[src/gtp_consts.svh]
`ifndef GTP_CONSTS_SVH
`define GTP_CONSTS_SVH
`define GTP_NT 5
`define GTP_W 16
`define GTP_AW 4
`define GTP_PREW 10
`define GTP_SW 8
`define GTP_CAPW 5
`define GTP_AUXA 0
`define GTP_CORE1 1
`define GTP_AUXB 2
`define GTP_AUX2 3
`define GTP_CORE2 4
`define GTP_PRE1_BASE 4'h3
`define GTP_PRE2_BASE 4'h2
`define GTP_A_CTL 4'h0
`define GTP_A_CNT 4'h5
`define GTP_A_CAPTURE_RELOAD_REG 4'ha
`define GTP_A_CAPCTL 4'hb
`define GTP_A_STAT 4'hc
`define GTP_A_MASK 4'hd
`define GTP_F_SEL 2:0
`define GTP_F_MODE 5:3
`define GTP_B_RUN 6
`define GTP_B_DOWN 7
`define GTP_B_EXTDIR 8
`define GTP_B_OUTEN 9
`define GTP_B_RLDEN 10
`define GTP_M_TIMER 3'h0
`define GTP_M_COUNT 3'h1
`define GTP_M_GATELO 3'h2
`define GTP_M_GATEHI 3'h3
`define GTP_M_RELOAD 3'h4
`define GTP_M_CAPT 3'h5
`define GTP_M_INCR 3'h6
`define GTP_SEL_LATRISE 3'h4
`define GTP_SEL_LATFALL 3'h5
`define GTP_F_CAPEDGE 1:0
`define GTP_B_CAPCLR 2
`define GTP_B_CAPCNT 3
`define GTP_B_CAPDIR 4
`define GTP_ZERO 16'h0000
`define GTP_ONES 16'hffff
`endif

[src/gtp_pkg.sv]
`include "gtp_consts.svh"
package gtp_pkg;
  typedef struct packed {
    logic [`GTP_NT-1:0][`GTP_W-1:0] ctl;
    logic [`GTP_NT-1:0][`GTP_W-1:0] cnt;
    logic [`GTP_W-1:0] capture_reload_reg;
    logic [`GTP_CAPW-1:0] capctl;
    logic [`GTP_SW-1:0] status;
    logic [`GTP_SW-1:0] mask;
    logic [`GTP_PREW-1:0] pre;
    logic [`GTP_NT-1:0] pin_d;
    logic [`GTP_NT-1:0] dir_d;
    logic cap_d;
    logic lat1;
    logic lat1_d;
    logic lat2;
    logic lat2_d;
    logic ovf2;
    logic [`GTP_W-1:0] rdata;
  } gtp_state_t;
endpackage

[src/gtp_timer_pair.sv]
// The plain strobed port and the register offsets are this design's own decisions.
`timescale 1ns/1ps
`default_nettype none
`include "gtp_consts.svh"
// Functional notes
// - each first-module timer: timer, gated, counter or quadrature mode
// - first-module prescaler code 0 divides by 8, doubling up to 1024
// - counter mode counts selected edges of the timer's own pin
// - gated mode counts prescaled ticks only while gate is active
// - one pin per timer serves as gate or count input
// - direction set by software, optionally flipped by direction pin
// - quadrature mode derives count and direction from A and B pins
// - first core over/underflow toggles latch; pin or aux clock
// - aux timers in reload or capture configuration stop counting
// - capture: aux pin edge copies first core value into aux
// - reload: core loaded from aux on pin edge or latch edge
// - opposite latch edge reloads from two auxes give continuous pwm
// - second-module prescaler code 0 divides by 4, doubling up to 512
// - second core over/underflow toggles latch; pin or aux clock
// - second core over/underflow is exported and reloads from capreg
// - capture pin edge copies second aux into capreg, optional clear
// - capture may also fire on first core count or direction edges
// - all five timers are 16 bits, concatenable within module
module gtp_timer_pair (
  // clock and reset
  input wire logic i_ref_clk,
  input wire logic i_rst_n,
  // register port
  input wire logic [`GTP_AW-1:0] i_addr,
  input wire logic [`GTP_W-1:0] i_wdata,
  input wire logic i_wr_en,
  input wire logic i_rd_en,
  output logic [`GTP_W-1:0] o_rdata,
  // timer pins
  input wire logic [`GTP_NT-1:0] i_timer_gate_count_pin,
  input wire logic [`GTP_NT-1:0] i_timer_direction_pin,
  input wire logic i_capture_trigger_pin,
  // outputs
  output logic o_toggle_output_pin,
  output logic o_second_toggle_output_pin,
  output logic o_second_core_ovf,
  output logic o_irq
);

  gtp_pkg::gtp_state_t st;
  gtp_pkg::gtp_state_t next_st;
  logic [`GTP_NT-1:0] tick;
  logic [`GTP_NT-1:0] en;
  logic [`GTP_NT-1:0] pe;
  logic [`GTP_NT-1:0] rld;
  logic [`GTP_NT-1:0] capt;
  logic [`GTP_NT-1:0] ovf;
  logic [`GTP_NT-1:0][2:0] md;
  logic [`GTP_NT-1:0][2:0] sel;
  logic [`GTP_NT-1:0][`GTP_W-1:0] cval;
  logic lat1_rise;
  logic lat1_fall;
  logic lat1_edge;
  logic lat2_edge;
  logic cap_ev;
  logic cap_rise;
  logic cap_fall;
  logic [`GTP_SW-1:0] set_st;
  logic [2:0] aidx;
  logic stat_rd;

  // latch edges are seen one cycle late, from the registered copy
  assign lat1_rise = st.lat1 & ~st.lat1_d;
  assign lat1_fall = ~st.lat1 & st.lat1_d;
  assign lat1_edge = st.lat1 ^ st.lat1_d;
  assign lat2_edge = st.lat2 ^ st.lat2_d;

  genvar g;
  generate
    for (g = 0; g < `GTP_NT; g++) begin : tmr
      localparam logic [3:0] PB = (g < `GTP_AUX2) ?
                                  `GTP_PRE1_BASE : `GTP_PRE2_BASE;
      localparam bit AUX = (g != `GTP_CORE1) && (g != `GTP_CORE2);
      localparam bit AUX1 = (g == `GTP_AUXA) || (g == `GTP_AUXB);
      logic [3:0] sh;
      logic [`GTP_PREW-1:0] pmask;
      logic pin;
      logic rise;
      logic fall;
      logic dchg;
      logic lat_edge;
      logic cnt_en;
      logic dir_up;

      assign sel[g] = st.ctl[g][`GTP_F_SEL];
      assign md[g] = st.ctl[g][`GTP_F_MODE];
      // shared free-running prescaler, one tick per 2^(code+base)
      assign sh = {1'b0, sel[g]} + PB;
      assign pmask = ~({`GTP_PREW{1'b1}} << sh);
      assign tick[g] = &(st.pre | ~pmask);
      assign pin = i_timer_gate_count_pin[g];
      assign rise = pin & ~st.pin_d[g];
      assign fall = ~pin & st.pin_d[g];
      assign dchg = i_timer_direction_pin[g] ^ st.dir_d[g];
      assign pe[g] = (sel[g][0] & rise) | (sel[g][1] & fall);
      assign lat_edge = (g == `GTP_AUX2) ? lat2_edge : lat1_edge;

      always_comb begin
        unique case (md[g])
          `GTP_M_TIMER: cnt_en = tick[g];
          // aux clocked by core latch chains the pair
          `GTP_M_COUNT: cnt_en = (AUX && sel[g][2]) ?
                                 lat_edge : pe[g];
          `GTP_M_GATELO: cnt_en = tick[g] & ~pin;
          `GTP_M_GATEHI: cnt_en = tick[g] & pin;
          `GTP_M_INCR: cnt_en = (pin ^ st.pin_d[g]) | dchg;
          // reload and capture configurations hold the count
          default: cnt_en = 1'b0;
        endcase
      end

      assign en[g] = cnt_en & st.ctl[g][`GTP_B_RUN];
      // quadrature: b leading a counts up
      assign dir_up = (md[g] == `GTP_M_INCR) ?
                      (st.pin_d[g] ^ i_timer_direction_pin[g]) :
                      ~(st.ctl[g][`GTP_B_DOWN] ^
                        (st.ctl[g][`GTP_B_EXTDIR] &
                         i_timer_direction_pin[g]));
      assign ovf[g] = en[g] & (dir_up ? (st.cnt[g] == `GTP_ONES) :
                                        (st.cnt[g] == `GTP_ZERO));
      assign cval[g] = !en[g] ? st.cnt[g] :
                       dir_up ? st.cnt[g] + `GTP_W'(1) :
                                st.cnt[g] - `GTP_W'(1);
      assign rld[g] = AUX1 && (md[g] == `GTP_M_RELOAD) &&
                      (sel[g][2] ? (sel[g][0] ? lat1_fall : lat1_rise) :
                                   pe[g]);
      assign capt[g] = AUX1 && (md[g] == `GTP_M_CAPT) && pe[g];
    end
  endgenerate

  assign cap_rise = i_capture_trigger_pin & ~st.cap_d;
  assign cap_fall = ~i_capture_trigger_pin & st.cap_d;
  assign cap_ev = (st.capctl[0] & cap_rise) | (st.capctl[1] & cap_fall) |
                  (st.capctl[`GTP_B_CAPCNT] &
                   (i_timer_gate_count_pin[`GTP_CORE1] ^
                    st.pin_d[`GTP_CORE1])) |
                  (st.capctl[`GTP_B_CAPDIR] &
                   (i_timer_direction_pin[`GTP_CORE1] ^
                    st.dir_d[`GTP_CORE1]));
  assign set_st = {cap_ev, capt[`GTP_AUXB], capt[`GTP_AUXA], ovf};
  assign aidx = 3'(i_addr - `GTP_A_CNT);
  assign stat_rd = i_rd_en && (i_addr == `GTP_A_STAT);

  always_comb begin
    next_st = st;
    next_st.pre = st.pre + `GTP_PREW'(1);
    next_st.pin_d = i_timer_gate_count_pin;
    next_st.dir_d = i_timer_direction_pin;
    next_st.cap_d = i_capture_trigger_pin;
    next_st.lat1_d = st.lat1;
    next_st.lat2_d = st.lat2;
    next_st.cnt = cval;
    next_st.ovf2 = ovf[`GTP_CORE2];
    if (ovf[`GTP_CORE1]) begin
      next_st.lat1 = ~st.lat1;
    end
    if (ovf[`GTP_CORE2]) begin
      next_st.lat2 = ~st.lat2;
    end
    if (ovf[`GTP_CORE2] && st.ctl[`GTP_CORE2][`GTP_B_RLDEN]) begin
      next_st.cnt[`GTP_CORE2] = st.capture_reload_reg;
    end
    // aux b wins if both reload in one cycle; pwm setups never collide
    if (rld[`GTP_AUXA]) begin
      next_st.cnt[`GTP_CORE1] = st.cnt[`GTP_AUXA];
    end
    if (rld[`GTP_AUXB]) begin
      next_st.cnt[`GTP_CORE1] = st.cnt[`GTP_AUXB];
    end
    if (capt[`GTP_AUXA]) begin
      next_st.cnt[`GTP_AUXA] = st.cnt[`GTP_CORE1];
    end
    if (capt[`GTP_AUXB]) begin
      next_st.cnt[`GTP_AUXB] = st.cnt[`GTP_CORE1];
    end
    if (cap_ev) begin
      next_st.capture_reload_reg = st.cnt[`GTP_AUX2];
      if (st.capctl[`GTP_B_CAPCLR]) begin
        next_st.cnt[`GTP_AUX2] = `GTP_ZERO;
      end
    end
    // a new event beats the read-clear
    next_st.status = (st.status & ~{`GTP_SW{stat_rd}}) | set_st;
    // software write overrides any hardware update
    if (i_wr_en) begin
      if (i_addr < `GTP_A_CNT) begin
        next_st.ctl[i_addr[2:0]] = i_wdata;
      end else if (i_addr < `GTP_A_CAPTURE_RELOAD_REG) begin
        next_st.cnt[aidx] = i_wdata;
      end else begin
        case (i_addr)
          `GTP_A_CAPTURE_RELOAD_REG: next_st.capture_reload_reg = i_wdata;
          `GTP_A_CAPCTL: next_st.capctl = i_wdata[`GTP_CAPW-1:0];
          `GTP_A_MASK: next_st.mask = i_wdata[`GTP_SW-1:0];
          default: ;
        endcase
      end
    end
    next_st.rdata = `GTP_ZERO;
    if (i_rd_en) begin
      if (i_addr < `GTP_A_CNT) begin
        next_st.rdata = st.ctl[i_addr[2:0]];
      end else if (i_addr < `GTP_A_CAPTURE_RELOAD_REG) begin
        next_st.rdata = st.cnt[aidx];
      end else begin
        case (i_addr)
          `GTP_A_CAPTURE_RELOAD_REG: next_st.rdata = st.capture_reload_reg;
          `GTP_A_CAPCTL: next_st.rdata = `GTP_W'(st.capctl);
          `GTP_A_STAT: next_st.rdata = `GTP_W'(st.status);
          `GTP_A_MASK: next_st.rdata = `GTP_W'(st.mask);
          default: next_st.rdata = `GTP_ZERO;
        endcase
      end
    end
  end

  always_ff @(posedge i_ref_clk) begin
    if (!i_rst_n) begin
      st <= '0;
    end else begin
      st <= next_st;
    end
  end

  assign o_rdata = st.rdata;
  assign o_toggle_output_pin = st.lat1 &
                               st.ctl[`GTP_CORE1][`GTP_B_OUTEN];
  assign o_second_toggle_output_pin = st.lat2 &
                               st.ctl[`GTP_CORE2][`GTP_B_OUTEN];
  assign o_second_core_ovf = st.ovf2;
  assign o_irq = |(st.status & st.mask);

  core_toggle_a: assert property (
    @(posedge i_ref_clk) disable iff (!i_rst_n)
    (st.lat1 != st.lat1_d) |-> $past(ovf[`GTP_CORE1]))
    else $error("first core latch changed without wrap");

  second_toggle_a: assert property (
    @(posedge i_ref_clk) disable iff (!i_rst_n)
    ovf[`GTP_CORE2] |=> (st.lat2 != $past(st.lat2)) && o_second_core_ovf)
    else $error("second core latch did not toggle on wrap");

  aux_stop_a: assert property (
    @(posedge i_ref_clk) disable iff (!i_rst_n)
    (md[`GTP_AUXA] == `GTP_M_RELOAD && !i_wr_en) |=>
      st.cnt[`GTP_AUXA] == $past(st.cnt[`GTP_AUXA]))
    else $error("aux timer counted in reload configuration");

  capture_copy_a: assert property (
    @(posedge i_ref_clk) disable iff (!i_rst_n)
    (capt[`GTP_AUXA] && !i_wr_en) |=>
      st.cnt[`GTP_AUXA] == $past(st.cnt[`GTP_CORE1]))
    else $error("capture did not copy core value");

  reload_copy_a: assert property (
    @(posedge i_ref_clk) disable iff (!i_rst_n)
    (rld[`GTP_AUXB] && !i_wr_en) |=>
      st.cnt[`GTP_CORE1] == $past(st.cnt[`GTP_AUXB]))
    else $error("core not reloaded from aux");

  pwm_alternate_a: assert property (
    @(posedge i_ref_clk) disable iff (!i_rst_n)
    (md[`GTP_AUXA] == `GTP_M_RELOAD && sel[`GTP_AUXA] == `GTP_SEL_LATRISE &&
     md[`GTP_AUXB] == `GTP_M_RELOAD && sel[`GTP_AUXB] == `GTP_SEL_LATFALL &&
     lat1_rise && !i_wr_en) |=>
      st.cnt[`GTP_CORE1] == $past(st.cnt[`GTP_AUXA]))
    else $error("pwm rising half not loaded from aux a");

  prescale_one_a: assert property (
    @(posedge i_ref_clk) disable iff (!i_rst_n)
    tick[`GTP_CORE1] |=> !tick[`GTP_CORE1] [*7])
    else $error("first module tick faster than eight cycles");

  prescale_two_a: assert property (
    @(posedge i_ref_clk) disable iff (!i_rst_n)
    tick[`GTP_CORE2] |=> !tick[`GTP_CORE2] [*3])
    else $error("second module tick faster than four cycles");

  gate_hold_a: assert property (
    @(posedge i_ref_clk) disable iff (!i_rst_n)
    (md[`GTP_AUXA] == `GTP_M_GATEHI &&
     !i_timer_gate_count_pin[`GTP_AUXA] && !i_wr_en) |=>
      st.cnt[`GTP_AUXA] == $past(st.cnt[`GTP_AUXA]))
    else $error("gated timer counted with gate closed");

  capture_reload_reg_copy_a: assert property (
    @(posedge i_ref_clk) disable iff (!i_rst_n)
    (cap_ev && !i_wr_en) |=> st.capture_reload_reg == $past(st.cnt[`GTP_AUX2]))
    else $error("capture register missed second aux value");

  core2_reload_a: assert property (
    @(posedge i_ref_clk) disable iff (!i_rst_n)
    (ovf[`GTP_CORE2] && st.ctl[`GTP_CORE2][`GTP_B_RLDEN] && !i_wr_en) |=>
      st.cnt[`GTP_CORE2] == $past(st.capture_reload_reg))
    else $error("second core not reloaded on wrap");

  wrap_value_a: assert property (
    @(posedge i_ref_clk) disable iff (!i_rst_n)
    (ovf[`GTP_CORE1] && !rld[`GTP_AUXA] && !rld[`GTP_AUXB] && !i_wr_en) |=>
      (st.cnt[`GTP_CORE1] == `GTP_ZERO || st.cnt[`GTP_CORE1] == `GTP_ONES))
    else $error("wrap flagged away from boundary");

  count_edge_a: assert property (
    @(posedge i_ref_clk) disable iff (!i_rst_n)
    (md[`GTP_CORE1] == `GTP_M_COUNT && pe[`GTP_CORE1] &&
     st.ctl[`GTP_CORE1][`GTP_B_RUN] &&
     !rld[`GTP_AUXA] && !rld[`GTP_AUXB] && !i_wr_en) |=>
      st.cnt[`GTP_CORE1] != $past(st.cnt[`GTP_CORE1]))
    else $error("counter missed a pin edge");

  capture_stop_a: assert property (
    @(posedge i_ref_clk) disable iff (!i_rst_n)
    (md[`GTP_AUXA] == `GTP_M_CAPT && !capt[`GTP_AUXA] && !i_wr_en) |=>
      st.cnt[`GTP_AUXA] == $past(st.cnt[`GTP_AUXA]))
    else $error("aux timer counted in capture configuration");

  aux_b_stop_a: assert property (
    @(posedge i_ref_clk) disable iff (!i_rst_n)
    (md[`GTP_AUXB] == `GTP_M_RELOAD && !i_wr_en) |=>
      st.cnt[`GTP_AUXB] == $past(st.cnt[`GTP_AUXB]))
    else $error("aux b counted in reload configuration");

  aux_a_reload_a: assert property (
    @(posedge i_ref_clk) disable iff (!i_rst_n)
    (rld[`GTP_AUXA] && !rld[`GTP_AUXB] && !i_wr_en) |=>
      st.cnt[`GTP_CORE1] == $past(st.cnt[`GTP_AUXA]))
    else $error("core not reloaded from aux a");

  chain_count_a: assert property (
    @(posedge i_ref_clk) disable iff (!i_rst_n)
    (md[`GTP_AUX2] == `GTP_M_COUNT && sel[`GTP_AUX2][2] &&
     st.ctl[`GTP_AUX2][`GTP_B_RUN] && lat2_edge && !cap_ev && !i_wr_en) |=>
      st.cnt[`GTP_AUX2] != $past(st.cnt[`GTP_AUX2]))
    else $error("chained aux missed a latch edge");

  quad_step_a: assert property (
    @(posedge i_ref_clk) disable iff (!i_rst_n)
    (md[`GTP_CORE1] == `GTP_M_INCR && st.ctl[`GTP_CORE1][`GTP_B_RUN] &&
     (i_timer_gate_count_pin[`GTP_CORE1] != st.pin_d[`GTP_CORE1]) &&
     !rld[`GTP_AUXA] && !rld[`GTP_AUXB] && !i_wr_en) |=>
      st.cnt[`GTP_CORE1] != $past(st.cnt[`GTP_CORE1]))
    else $error("quadrature track edge not counted");

  ext_dir_a: assert property (
    @(posedge i_ref_clk) disable iff (!i_rst_n)
    (en[`GTP_AUXA] && md[`GTP_AUXA] != `GTP_M_INCR &&
     (st.ctl[`GTP_AUXA][`GTP_B_DOWN] ^
      (st.ctl[`GTP_AUXA][`GTP_B_EXTDIR] &
       i_timer_direction_pin[`GTP_AUXA])) && !i_wr_en) |=>
      st.cnt[`GTP_AUXA] == $past(st.cnt[`GTP_AUXA]) - `GTP_W'(1))
    else $error("aux a did not count down as selected");

  gate_low_a: assert property (
    @(posedge i_ref_clk) disable iff (!i_rst_n)
    (md[`GTP_AUXA] == `GTP_M_GATELO &&
     i_timer_gate_count_pin[`GTP_AUXA] && !i_wr_en) |=>
      st.cnt[`GTP_AUXA] == $past(st.cnt[`GTP_AUXA]))
    else $error("low gated timer counted with gate closed");

  capture_clear_a: assert property (
    @(posedge i_ref_clk) disable iff (!i_rst_n)
    (cap_ev && st.capctl[`GTP_B_CAPCLR] && !i_wr_en) |=>
      st.cnt[`GTP_AUX2] == `GTP_ZERO)
    else $error("second aux not cleared after capture");

  pin_capture_a: assert property (
    @(posedge i_ref_clk) disable iff (!i_rst_n)
    (st.capctl[`GTP_B_CAPCNT] &&
     (i_timer_gate_count_pin[`GTP_CORE1] != st.pin_d[`GTP_CORE1])) |->
      cap_ev)
    else $error("core pin change did not trigger capture");

  wrap_flag_a: assert property (
    @(posedge i_ref_clk) disable iff (!i_rst_n)
    ovf[`GTP_CORE1] |=> st.status[`GTP_CORE1])
    else $error("core wrap flag not set");

endmodule
`default_nettype wire

[config.mk]
export PLATFORM = sky130hd
export DESIGN_NAME = gtp_timer_pair
export DESIGN_NICKNAME = d
export VERILOG_FILES = /design/src/gtp_pkg.sv /design/src/gtp_timer_pair.sv
export VERILOG_INCLUDE_DIRS = /design/src
export SDC_FILE = /design/constraint.sdc
export NUM_CORES = 1
export LEC_CHECK = 0
export BUFFER_PORTS_ARGS = -buffer_cell sky130_fd_sc_hd__buf_2
export CORE_MARGIN = 3
export CORE_UTILIZATION = 55
export DETAILED_ROUTE_END_ITERATION = 7
export PLACE_DENSITY = 0.72
export SKIP_LAST_GASP = 1
export SLEW_MARGIN = 20
export SYNTH_ARGS = -nofsm -noshare
export SYNTH_HDL_FRONTEND = slang
export SYNTH_SLANG_ARGS = --single-unit
[constraint.sdc]
create_clock -name i_ref_clk -period 11.3 [get_ports i_ref_clk]
set_input_delay 0.565 -clock i_ref_clk [delete_from_list [all_inputs] [get_ports i_ref_clk]]
set_output_delay 0.565 -clock i_ref_clk [all_outputs]
set_load 0.01 [all_outputs]
==> summary.md, run 1 <==
| Metric | Value |
|---|---|
| Synthesized area | 0.0165 sq mm |
| Max Slew Vio Count | 0 |
| CTS H-tree depth | 1 |
| Area of the die | 0.0321 sq mm |
| Length in cells of the worst reg-to-reg path | 14 |
| Worst-path clk slew | 0.06 ns |
| Power share of the clock group | 45.6% |
| DIE HEIGHT | 179 microns |
| Flop pwr share | 45.2% |
| CP Data Arrival Time | 4.52 ns |
| CP Launch Type | input pin |
| Slew @ Worst Pin | 1.11 ns |
| Final clock period utilization by the worst path | 36.8% |
| Die W | 179 microns |
| RSZ-0062 raised after global routing | false |
| CP required | 11.66 ns |
| Inst Count DP | 2433 |
| Row Count | 62 |
| CTS Buf Count | 26 |
| P_leak | 0.00680 uW |
| Fillers | 2616 |
| Final min period | 4.16 ns |
| Layout cell share with drive strength beyond 1 | 7.16% |
| Layout area overhead | 7.10% |
| Initial antenna violation count | 1 |
| Placed inst area | 0.0168 sq mm |
| GPL Wtd Cong | 0.995 |
| Total track usage | 34.9% |
| Pwr/cell area | 110 mW/mm^2 |
| Crit. End Element | flip-flop |
| Switching Share | 26.5% |
| Synth cell types | 81 |
| PortBufs | 54 |
| Skew-Pair Late Insertion Delay | 0.56 ns |
| Avg Synthesized Cell Area | 7.72 sq um |
| PostCTS Resize Cnt | 0 |
| Post-route cell area | 0.0177 sq mm |
| Cell Int Power | 1430 uW |
| Logic pwr share | 9.2% |
| Clock Sinks | 239 |
| Synth Net Count | 2275 |
| Post-DP HPWL | 40500 microns |
| Flop-to-flop setup slack | 7.63 ns |
| Antenna Cells | 0 |
| Hold Path Depth | 3 |
| Fin. Hold Viols | 0 |
| Post-synthesis async set-or-reset flop share | 0% |
| Flops & latches, synth | 239 |
| Final Setup Violations | 0 |
| Core area | 0.0291 sq mm |
| EDFF count, synth | 0 |
| Layout Cells excl Fill | 2480 |
| TritonCTS clock tree | yes |
| Final WL | 57400 microns |
| Gate Count Post-Synth | 2134 |
| Hold-fix buffers, CTS | 0 |
| DRC | 0 |
| Root buf cell | clkbuf_16 |
| # nets final | 2218 |
| Register area share after synthesis | 29.0% |
| MaxCap Viol Count | 0 |
| Post-layout util | 60.7% |
| Hold Path Class | input pin to flip-flop |
| Worst slew margin | 26.1% |
| Fin Hold WS | 0.291 ns |
| DR WL/cell | 23.1 microns |
| Vias | 16500 |
| ANT nets after route | 0 |
| Max frequency | 240 MHz |
| Setup tns final | 0 ns |
| Crit Path Category | input pin to flip-flop |
| Setup Buffers After CTS | 0 |
| Ports | 55 |
| Detailed router's first-iteration violation count | 2355 |
| Remaining Overflow, GRT | 0 |
| YS warnings | 0 |
| Initial core utilization | 56.7% |
| Global-route wire length before repair | 87300 microns |
| Via/cell ratio | 6.66 |
| CTS Buffer Depth | 3 |
| Outcome | finished, final reports clean |
| Net Sw Power | 517 uW |
| CP Max Fanout | 41 |
| Post-Route Skew | 0.0274 ns |
| Main flop type after synthesis | dfxtp_1 |
| Maximum VDD drop | 0.137 mV |
| Vias in the first global route | 15300 |
| Largest net degree at the start of global routing | 89 |
| TritonRoute pass-1 iters | 7 |
[worst max-delay path, cell delays in order]
cell and delay, ns:
buf_2 0.07, buf_4 0.50, clkinv_1 0.41, ha_1 0.38, inv_1 0.09, a21o_1 0.62, and3_1 0.41, nand3_1 0.82
o21ai_0 0.52, a31oi_1 0.07
[registers in the layout, indices dropped and copies added (netlist names)]
register	cells
md	15
o_second_core_ovf	1
sel	15
o_rdata	16
st	190
next_st	2
[metal layers]
layer	wire length [microns]	up-vias	GRT usage (%)
met2	24700	950	54.5
met3	6480	219	7.16
li1	-	7650	-
met5	13	-	0
met4	2930	2	14.2
met1	23300	7689	47.0
[synthesized netlist by cell type (all sizes together) (25+ instances only)]
cell type    n  area (sq um)
nand2      301          1140
a21oi      240          1210
dfxtp      239          4780
nor2       158           593
clkbuf     126           474
o21ai      108           544
ha         101          1260
mux2i       95           951
inv         63           236
xnor2       56           490
a211oi      40           300
a22oi       40           300
xor2        40           350
buf         35           223
nand4       34           213
nor3        31           171
nand3       30           150
o211ai      28           210
nor4        27           169
a21o        25           188
[power groups by stage]
stage / Combinational, uW / Clock, uW / Sequential, uW
after floorplan: 120 / 0 / 886
after global placement: 170 / 0 / 898
after detailed placement: 173 / 0 / 898
after CTS: 174 / 885 / 879
after global routing: 192 / 924 / 881
final: 180 / 888 / 881
[cell type report]
type	instances	area (sq um)	share of cell area [%]
multi-input combinational	1670	10800	61.3
sequential	239	4780	27.1
clock buffer	32	713	4.04
tap	384	480	2.72
timing repair buffer	76	435	2.47
inverter	64	243	1.38
clock inverter	15	180	1.02
[stage by stage]
step | setup slack [ns] | total power (uW)
4_1_cts | 7.33 | 1940
2_1_floorplan | 7.60 | 1010
3_3_place_gp | 6.98 | 1070
6_report | 7.14 | 1950
5_1_grt | 6.91 | 2000
3_5_place_dp | 6.80 | 1070
[path summary, 6_finish.rpt]
| path | startpoint | to |
|---|---|---|
| max | i_addr[0] | st[109] |
| min | i_timer_gate_count_pin[3] | st[30] |
| max reg2reg | md[0] | st[94] |
| min reg2reg | st[189] | st[189] |
[cell usage in the layout (no fill, tap or decap), types with 54 or more instances in the layout]
master / synthesis / layout
nand2_1: 300 / 300
dfxtp_1: 239 / 239
a21oi_1: 238 / 238
nor2_1: 158 / 158
o21ai_0: 103 / 103
ha_1: 101 / 101
mux2i_1: 95 / 95
inv_1: 62 / 61
xnor2_1: 56 / 56
buf_2: 13 / 54
[logic make-up after synthesis]
kind of cell | after synthesis | share of synthesized area, %
AO/OA/AOI/OAI | 674 | 26.4
XOR/XNOR | 96 | 5.10
adder cells (fa/ha/maj) | 106 | 8.27
buffers and inverters | 225 | 5.69
flip-flops | 239 | 29.0
multiplexers | 97 | 5.91
AND/OR/NAND/NOR | 697 | 19.6
Power figures use the tool's default switching activity.
==> run 2: changes to the inputs <==
==> constraint.sdc (replaced) <==
create_clock -name i_ref_clk -period 4.2 [get_ports i_ref_clk]
set_input_delay 0.21 -clock i_ref_clk [delete_from_list [all_inputs] [get_ports i_ref_clk]]
set_output_delay 0.21 -clock i_ref_clk [all_outputs]
set_load 0.01 [all_outputs]
==> summary.md, run 2 (synthesized netlist as in run 1, its figures left out) <==
| Metric | Value |
|---|---|
| Pwr Total | 5360 uW (was 1950 uW) |
| Max incr delay on CP | 0.68 ns (was 0.82 ns) |
| Crit path launch | md[9] (was i_addr[0]) |
| CP Launch Type | flip-flop (was input pin) |
| Post-DP HPWL | 41300 microns (was 40500 microns) |
| CTS Buf Count | 27 (was 26) |
| GR peak layer | met2 (unchanged) |
| CP required | 4.69 ns (was 11.66 ns) |
| Worst slew margin | 29.0% (was 26.1%) |
| CP Max Fanout | 8 (was 41) |
| Total track usage | 35.6% (was 34.9%) |
| PortBufs | 54 (unchanged) |
| DIE HEIGHT | 179 microns (unchanged) |
| Met2 usage | 55.2% (was 54.5%) |
| Via/cell ratio | 6.71 (was 6.66) |
| Pwr/cell area | 299 mW/mm^2 (was 110 mW/mm^2) |
| Layout cell share with drive strength beyond 1 | 7.59% (was 7.16%) |
| Vias | 16800 (was 16500) |
| TritonCTS clock tree | yes (unchanged) |
| Fin. Hold Viols | 0 (unchanged) |
| TritonRoute pass-1 iters | 6 (was 7) |
| Crit Path Category | flip-flop to flip-flop (was input pin to flip-flop) |
| Buf/Inv on CP | 0 (was 4) |
| Fillers | 2618 (was 2616) |
| P_leak | 0.00695 uW (was 0.00680 uW) |
| Setup tns final | 0 ns (unchanged) |
| Placed inst area | 0.0169 sq mm (was 0.0168 sq mm) |
| Flop-to-flop setup slack | 0.53 ns (was 7.63 ns) |
| Slew @ Worst Pin | 1.06 ns (was 1.11 ns) |
| Crit-path cells | nand3b_1 > nor2_1 > a21oi_1 > ha_1 > a21oi_1 > o21ai_0 > a2111oi_0 > nor4_1 > o31a_1 > o21ai_0 > xnor2_1 > mux2i_1 > o21ai_0 (was buf_2 > buf_4 > clkinv_1 > ha_1 > inv_1 > a21o_1 > and3_1 > nand3_1 > o21ai_0 > a31oi_1) |
| Logic pwr share | 9.5% (was 9.2%) |
| CP Data Arrival Time | 4.16 ns (was 4.52 ns) |
| Final Setup Violations | 0 (unchanged) |
| Flop pwr share | 44.2% (was 45.2%) |
| Outcome | finished, final reports clean (unchanged) |
| Worst-path clk slew | 0.06 ns (about the same) |
| Worst path slowest cell | a21oi_1 (was nand3_1) |
| Crit path depth | 13 (was 10) |
| Critical R2R Launch | md[9] (was md[0]) |
| Detailed router's first-iteration violation count | 2296 (was 2355) |
| Core area | 0.0291 sq mm (unchanged) |
| Most frequent cells in the layout | nand2_1 (300), dfxtp_1 (239), a21oi_1 (238) (unchanged) |
| Max frequency | 272 MHz |
| Met3 GRT Util | 6.65% (was 7.16%) |
| Post-layout util | 61.5% (was 60.7%) |
| Final clock period utilization by the worst path | 87.5% |
| Max reg flops | 190 (unchanged) |
| CP Capture Point | st[141] (was st[109]) |
| Final WL | 58600 microns (was 57400 microns) |
| GPL Wtd Cong | 1.03 (was 0.995) |
| Crit-path most repeated cell | o21ai_0 |
| Maximum VDD drop | 0.366 mV (was 0.137 mV) |
| ANT nets after route | 0 (unchanged) |
| Global-route wire length before repair | 89000 microns (was 87300 microns) |
| Initial antenna violation count | 1 (unchanged) |
| Largest Register | st (unchanged) |
| Post-route cell area | 0.0179 sq mm (was 0.0177 sq mm) |
| Clock Sinks | 239 (unchanged) |
| Worst path top cell family by delay | compound AO/OA/AOI/OAI gates (was simple AND/OR/NAND/NOR gates) |
| Post-Route Skew | 0.0257 ns (was 0.0274 ns) |
| Switching Share | 26.2% (was 26.5%) |
| Die W | 179 microns (unchanged) |
| Crit. End Element | flip-flop (unchanged) |
| Length in cells of the worst reg-to-reg path | 13 (was 14) |
| Setup Buffers After CTS | 0 (unchanged) |
| DR WL/cell | 23.4 microns (was 23.1 microns) |
| Power share of the clock group | 46.3% (was 45.6%) |
| Root buf cell | clkbuf_16 (unchanged) |
| Largest net degree at the start of global routing | 62 (was 89) |
| Ports | 55 (unchanged) |
| Skew-Pair Late Insertion Delay | 0.56 ns (about the same) |
| Row Count | 62 (unchanged) |
| DRC | 0 (unchanged) |
| Net Sw Power | 1400 uW (was 517 uW) |
| Final min period | 3.67 ns |
| Cell Int Power | 3960 uW (was 1430 uW) |
| Most common cell after layout, fill and taps aside | nand2_1 (unchanged) |
| Layout area overhead | 8.61% (was 7.10%) |
| Initial core utilization | 56.7% (unchanged) |
| Hold Path Class | input pin to flip-flop (unchanged) |
| Remaining Overflow, GRT | 0 (unchanged) |
| RSZ-0062 raised after global routing | false (unchanged) |
| Vias in the first global route | 15600 (was 15300) |
| # nets final | 2242 (was 2218) |
| Area of the die | 0.0321 sq mm (unchanged) |
| Met1 track demand over resource | 48.7% (was 47.0%) |
| MaxCap Viol Count | 0 (unchanged) |
| CTS Buffer Depth | 3 (unchanged) |
| Crit Reg-Reg Endpoint | st[141] (was st[94]) |
| Max Slew Vio Count | 0 (unchanged) |
| CTS H-tree depth | 1 (unchanged) |
[run 2: metrics by stage]
stage / hold WS [ns] / instances / setup WS [ns]
2_1_floorplan: 0.332 / 2134 / 0.561
3_3_place_gp: 0.442 / 2445 / 0.622
3_5_place_dp: 0.449 / 2445 / 0.573
4_1_cts: 0.0356 / 2505 / 0.559
5_1_grt: 0.0548 / 2506 / 0.120
6_report: 0.0587 / 2506 / 0.527
[run 2: cell type report]
cell class	count	area (sq um)	share of cell area (%)
Antenna cell	1	2.50	0.0140
Clock buffer	40	795	4.44
Clock inverter	9	128	0.713
Inverter	64	243	1.36
Multi-Input combinational cell	1670	10800	60.4
Sequential cell	239	4780	26.7
Tap cell	384	480	2.68
Timing Repair Buffer	99	648	3.62
[run 2: worst reg2reg max path, cell delays in order (launching register included)]
cell       delay (ns)
dfxtp_1          0.40
nand3b_1         0.17
nor2_1           0.06
a21oi_1          0.68
ha_1             0.43
a21oi_1          0.22
o21ai_0          0.13
a2111oi_0        0.52
nor4_1           0.16
o31a_1           0.28
o21ai_0          0.20
xnor2_1          0.14
mux2i_1          0.08
o21ai_0          0.14
[run 2: layer usage]
metal	vias to the layer above	part of all wire [%]	wire length (microns)
met4	0	5.1	2990
met1	7900	41	24000
met3	205	11	6500
met2	998	43	25100
met5	-	0	0
li1	7706	-	-
[run 2: power groups by stage]
| stage | Sequential (uW) | Clock [uW] | Combinational [uW] |
|---|---|---|---|
| final | 2370 | 2480 | 510 |
| after global routing | 2370 | 2580 | 542 |
| after CTS | 2360 | 2490 | 494 |
| after detailed placement | 2410 | 0 | 483 |
| after global placement | 2410 | 0 | 475 |
| after floorplan | 2380 | 0 | 323 |
[run 2: worst min-delay path by stage]
stage / to / cells past startpoint / slack, ns / start
final: st[142] / 3 / 0.06 / i_wdata[15]
after global routing: st[188] / 3 / 0.05 / i_wdata[13]
after CTS: st[188] / 3 / 0.04 / i_wdata[13]
after detailed placement: st[222] / 2 / 0.45 / st[222]
after global placement: st[217] / 2 / 0.44 / st[217]
after floorplan: st[21] / 1 / 0.33 / i_capture_trigger_pin
[run 2: timing repair]
action                    4_1_cts  5_1_grt
hold buffers                   11        0
gates resized for setup         0        0
hold endpoints to repair       11        0
==> run 3: changes to the inputs <==
--- a/config.mk
+++ b/config.mk
@@ -11,6 +11,7 @@
 export CORE_UTILIZATION = 55
 export DETAILED_ROUTE_END_ITERATION = 7
 export PLACE_DENSITY = 0.72
+export REMOVE_ABC_BUFFERS = 1
 export SKIP_LAST_GASP = 1
 export SLEW_MARGIN = 20
 export SYNTH_ARGS = -nofsm -noshare
==> summary.md, run 3 (synthesized netlist as in run 1, its figures left out) <==
| Metric | Value |
|---|---|
| Length in cells of the worst reg-to-reg path | 13 (unchanged) |
| PortBufs | 54 (unchanged) |
| Critical R2R Launch | md[9] (unchanged) |
| DIE HEIGHT | 179 microns (unchanged) |
| Skew-Pair Late Insertion Delay | 0.56 ns (about the same) |
| Setup WS post-layout | 0.590 ns (was 0.527 ns) |
| Max reg flops | 190 (unchanged) |
| RSZ-0062 raised after global routing | false (unchanged) |
| Post-Route Skew | 0.0128 ns (was 0.0257 ns) |
| Max frequency | 277 MHz (was 272 MHz) |
| Worst-path clk slew | 0.06 ns (about the same) |
| Hold Path Class | input pin to flip-flop (unchanged) |
| CTS Buf Count | 27 (unchanged) |
| Pre-CTS WS | 0.657 ns (was 0.573 ns) |
| Largest net degree at the start of global routing | 82 (was 62) |
| Post-DP HPWL | 40700 microns (was 41300 microns) |
| Final min period | 3.61 ns (was 3.67 ns) |
| Crit Path Category | flip-flop to flip-flop (unchanged) |
| Setup Buffers After CTS | 0 (unchanged) |
| DRC | 0 (unchanged) |
| Row Count | 62 (unchanged) |
| Slew @ Worst Pin | 1.14 ns (was 1.06 ns) |
| # nets final | 2244 (was 2242) |
| Most common cell after layout, fill and taps aside | nand2_1 (unchanged) |
| Root buf cell | clkbuf_16 (unchanged) |
| Final WL | 57900 microns (was 58600 microns) |
| Layout area overhead | 8.04% (was 8.61%) |
| Final clock period utilization by the worst path | 86.0% (was 87.5%) |
| Flop-to-flop setup slack | 0.59 ns (was 0.53 ns) |
| Detailed router's first-iteration violation count | 2099 (was 2296) |
| Worst slew margin | 23.7% (was 29.0%) |
| Vias | 16800 (about the same) |
| Via/cell ratio | 6.71 (about the same) |
| Vias in the first global route | 15700 (was 15600) |
| P_leak | 0.00690 uW (was 0.00695 uW) |
| PostCTS Resize Cnt | 0 (unchanged) |
| CP Data Arrival Time | 4.09 ns (was 4.16 ns) |
| Global-route wire length before repair | 89000 microns (about the same) |
| Initial core utilization | 56.7% (unchanged) |
| ANT nets after route | 0 (unchanged) |
| GPL Wtd Cong | 0.987 (was 1.03) |
| Crit path launch | md[9] (unchanged) |
| Maximum VDD drop | 0.381 mV (was 0.366 mV) |
| Initial antenna violation count | 2 (was 1) |
| Final Setup Violations | 0 (unchanged) |
| CP required | 4.68 ns (was 4.69 ns) |
| Most frequent cells in the layout | nand2_1 (300), dfxtp_1 (239), a21oi_1 (238) (unchanged) |
| DR WL/cell | 23.1 microns (was 23.4 microns) |
| Fin. Hold Viols | 0 (unchanged) |
| Setup tns final | 0 ns (unchanged) |
| Layout cell share with drive strength beyond 1 | 7.50% (was 7.59%) |
| Crit. End Element | flip-flop (unchanged) |
| Total track usage | 35.3% (was 35.6%) |
| Outcome | finished, final reports clean (unchanged) |
| Ports | 55 (unchanged) |
| Crit Reg-Reg Endpoint | st[141] (unchanged) |
| CP Max Fanout | 6 (was 8) |
| Remaining Overflow, GRT | 0 (unchanged) |
| Clock Sinks | 239 (unchanged) |
| CTS H-tree depth | 1 (unchanged) |
| CP Launch Type | flip-flop (unchanged) |
| CTS Buffer Depth | 3 (unchanged) |
| Hold-fix buffers, CTS | 11 (unchanged) |
| Max Slew Vio Count | 0 (unchanged) |
| Pwr/cell area | 288 mW/mm^2 (was 299 mW/mm^2) |
| Area of the die | 0.0321 sq mm (unchanged) |
| Core area | 0.0291 sq mm (unchanged) |
| CP Capture Point | st[141] (unchanged) |
| TritonRoute pass-1 iters | 6 (unchanged) |
| Largest Register | st (unchanged) |
| Die W | 179 microns (unchanged) |
| TritonCTS clock tree | yes (unchanged) |
| MaxCap Viol Count | 0 (unchanged) |
| Fin Hold WS | 0.0748 ns (was 0.0587 ns) |
-- run 3: cell count changes in the layout (fill, tap and decap cells not counted), sizes merged --
cell      previous run  this run
clkbuf              40        38
clkinv               5         7
buf                 88        90
inv                 65        64
bufinv               3         0
clkinvlp             0         1
diode                1         2
-- run 3: worst min path at each step --
stage / startpoint / cells after the start / endpoint / slack, ns
finish: i_wdata[9] / 3 / st[232] / 0.07
detailed placement: st[234] / 2 / st[234] / 0.45
floorplan: i_wdata[9] / 2 / st[136] / 0.32
global placement: st[216] / 2 / st[216] / 0.44
global route: i_wdata[15] / 3 / st[238] / 0.08
CTS: i_wdata[9] / 3 / st[232] / 0.05
-- run 3: cell type report --
type | instances | area, sq um
Fill cell | 2692 | 11300
Multi-Input combinational cell | 1670 | 10800
Timing Repair Buffer | 101 | 654
Antenna cell | 2 | 5.00
Sequential cell | 239 | 4780
Clock buffer | 38 | 767
Clock inverter | 8 | 57.6
Tap cell | 384 | 480
Inverter | 64 | 243
-- run 3: where the power goes --
group          total, uW  switching, uW  internal [uW]
clock               2270            998           1270
combinational        504            343            161
sequential          2370           60.3           2300
total               5140           1400           3740
-- run 3: worst max-delay path: stages, from the launching register on --
cell	delay, ns
dfxtp_1	0.41
nand3b_1	0.18
nor2_1	0.06
a21oi_1	0.52
ha_1	0.40
a21oi_1	0.20
o21ai_0	0.13
a2111oi_0	0.57
nor4_1	0.15
o31a_1	0.28
o21ai_0	0.23
xnor2_1	0.15
mux2i_1	0.08
o21ai_0	0.16
-- run 3: metrics by stage --
| stage | total power [uW] | area [sq um] | util (%) | instances |
|---|---|---|---|---|
| floorplan | 2650 | 15800 | - | 1973 |
| global placement | 2880 | 16900 | 57.9 | 2446 |
| detailed placement | 2890 | 16900 | 57.9 | 2446 |
| CTS | 5110 | 17800 | 61.2 | 2503 |
| global route | 5260 | 17800 | 61.2 | 2506 |
| finish | 5140 | 17800 | 61.2 | 2506 |
-- run 3: metal layers --
metal	GRT usage, %	vias to the layer above	share of wire (%)
met5	0	-	0
met4	14.1	0	4.5
met3	6.27	172	11
met2	55.8	964	44
met1	47.9	7950	40
li1	-	7721	-
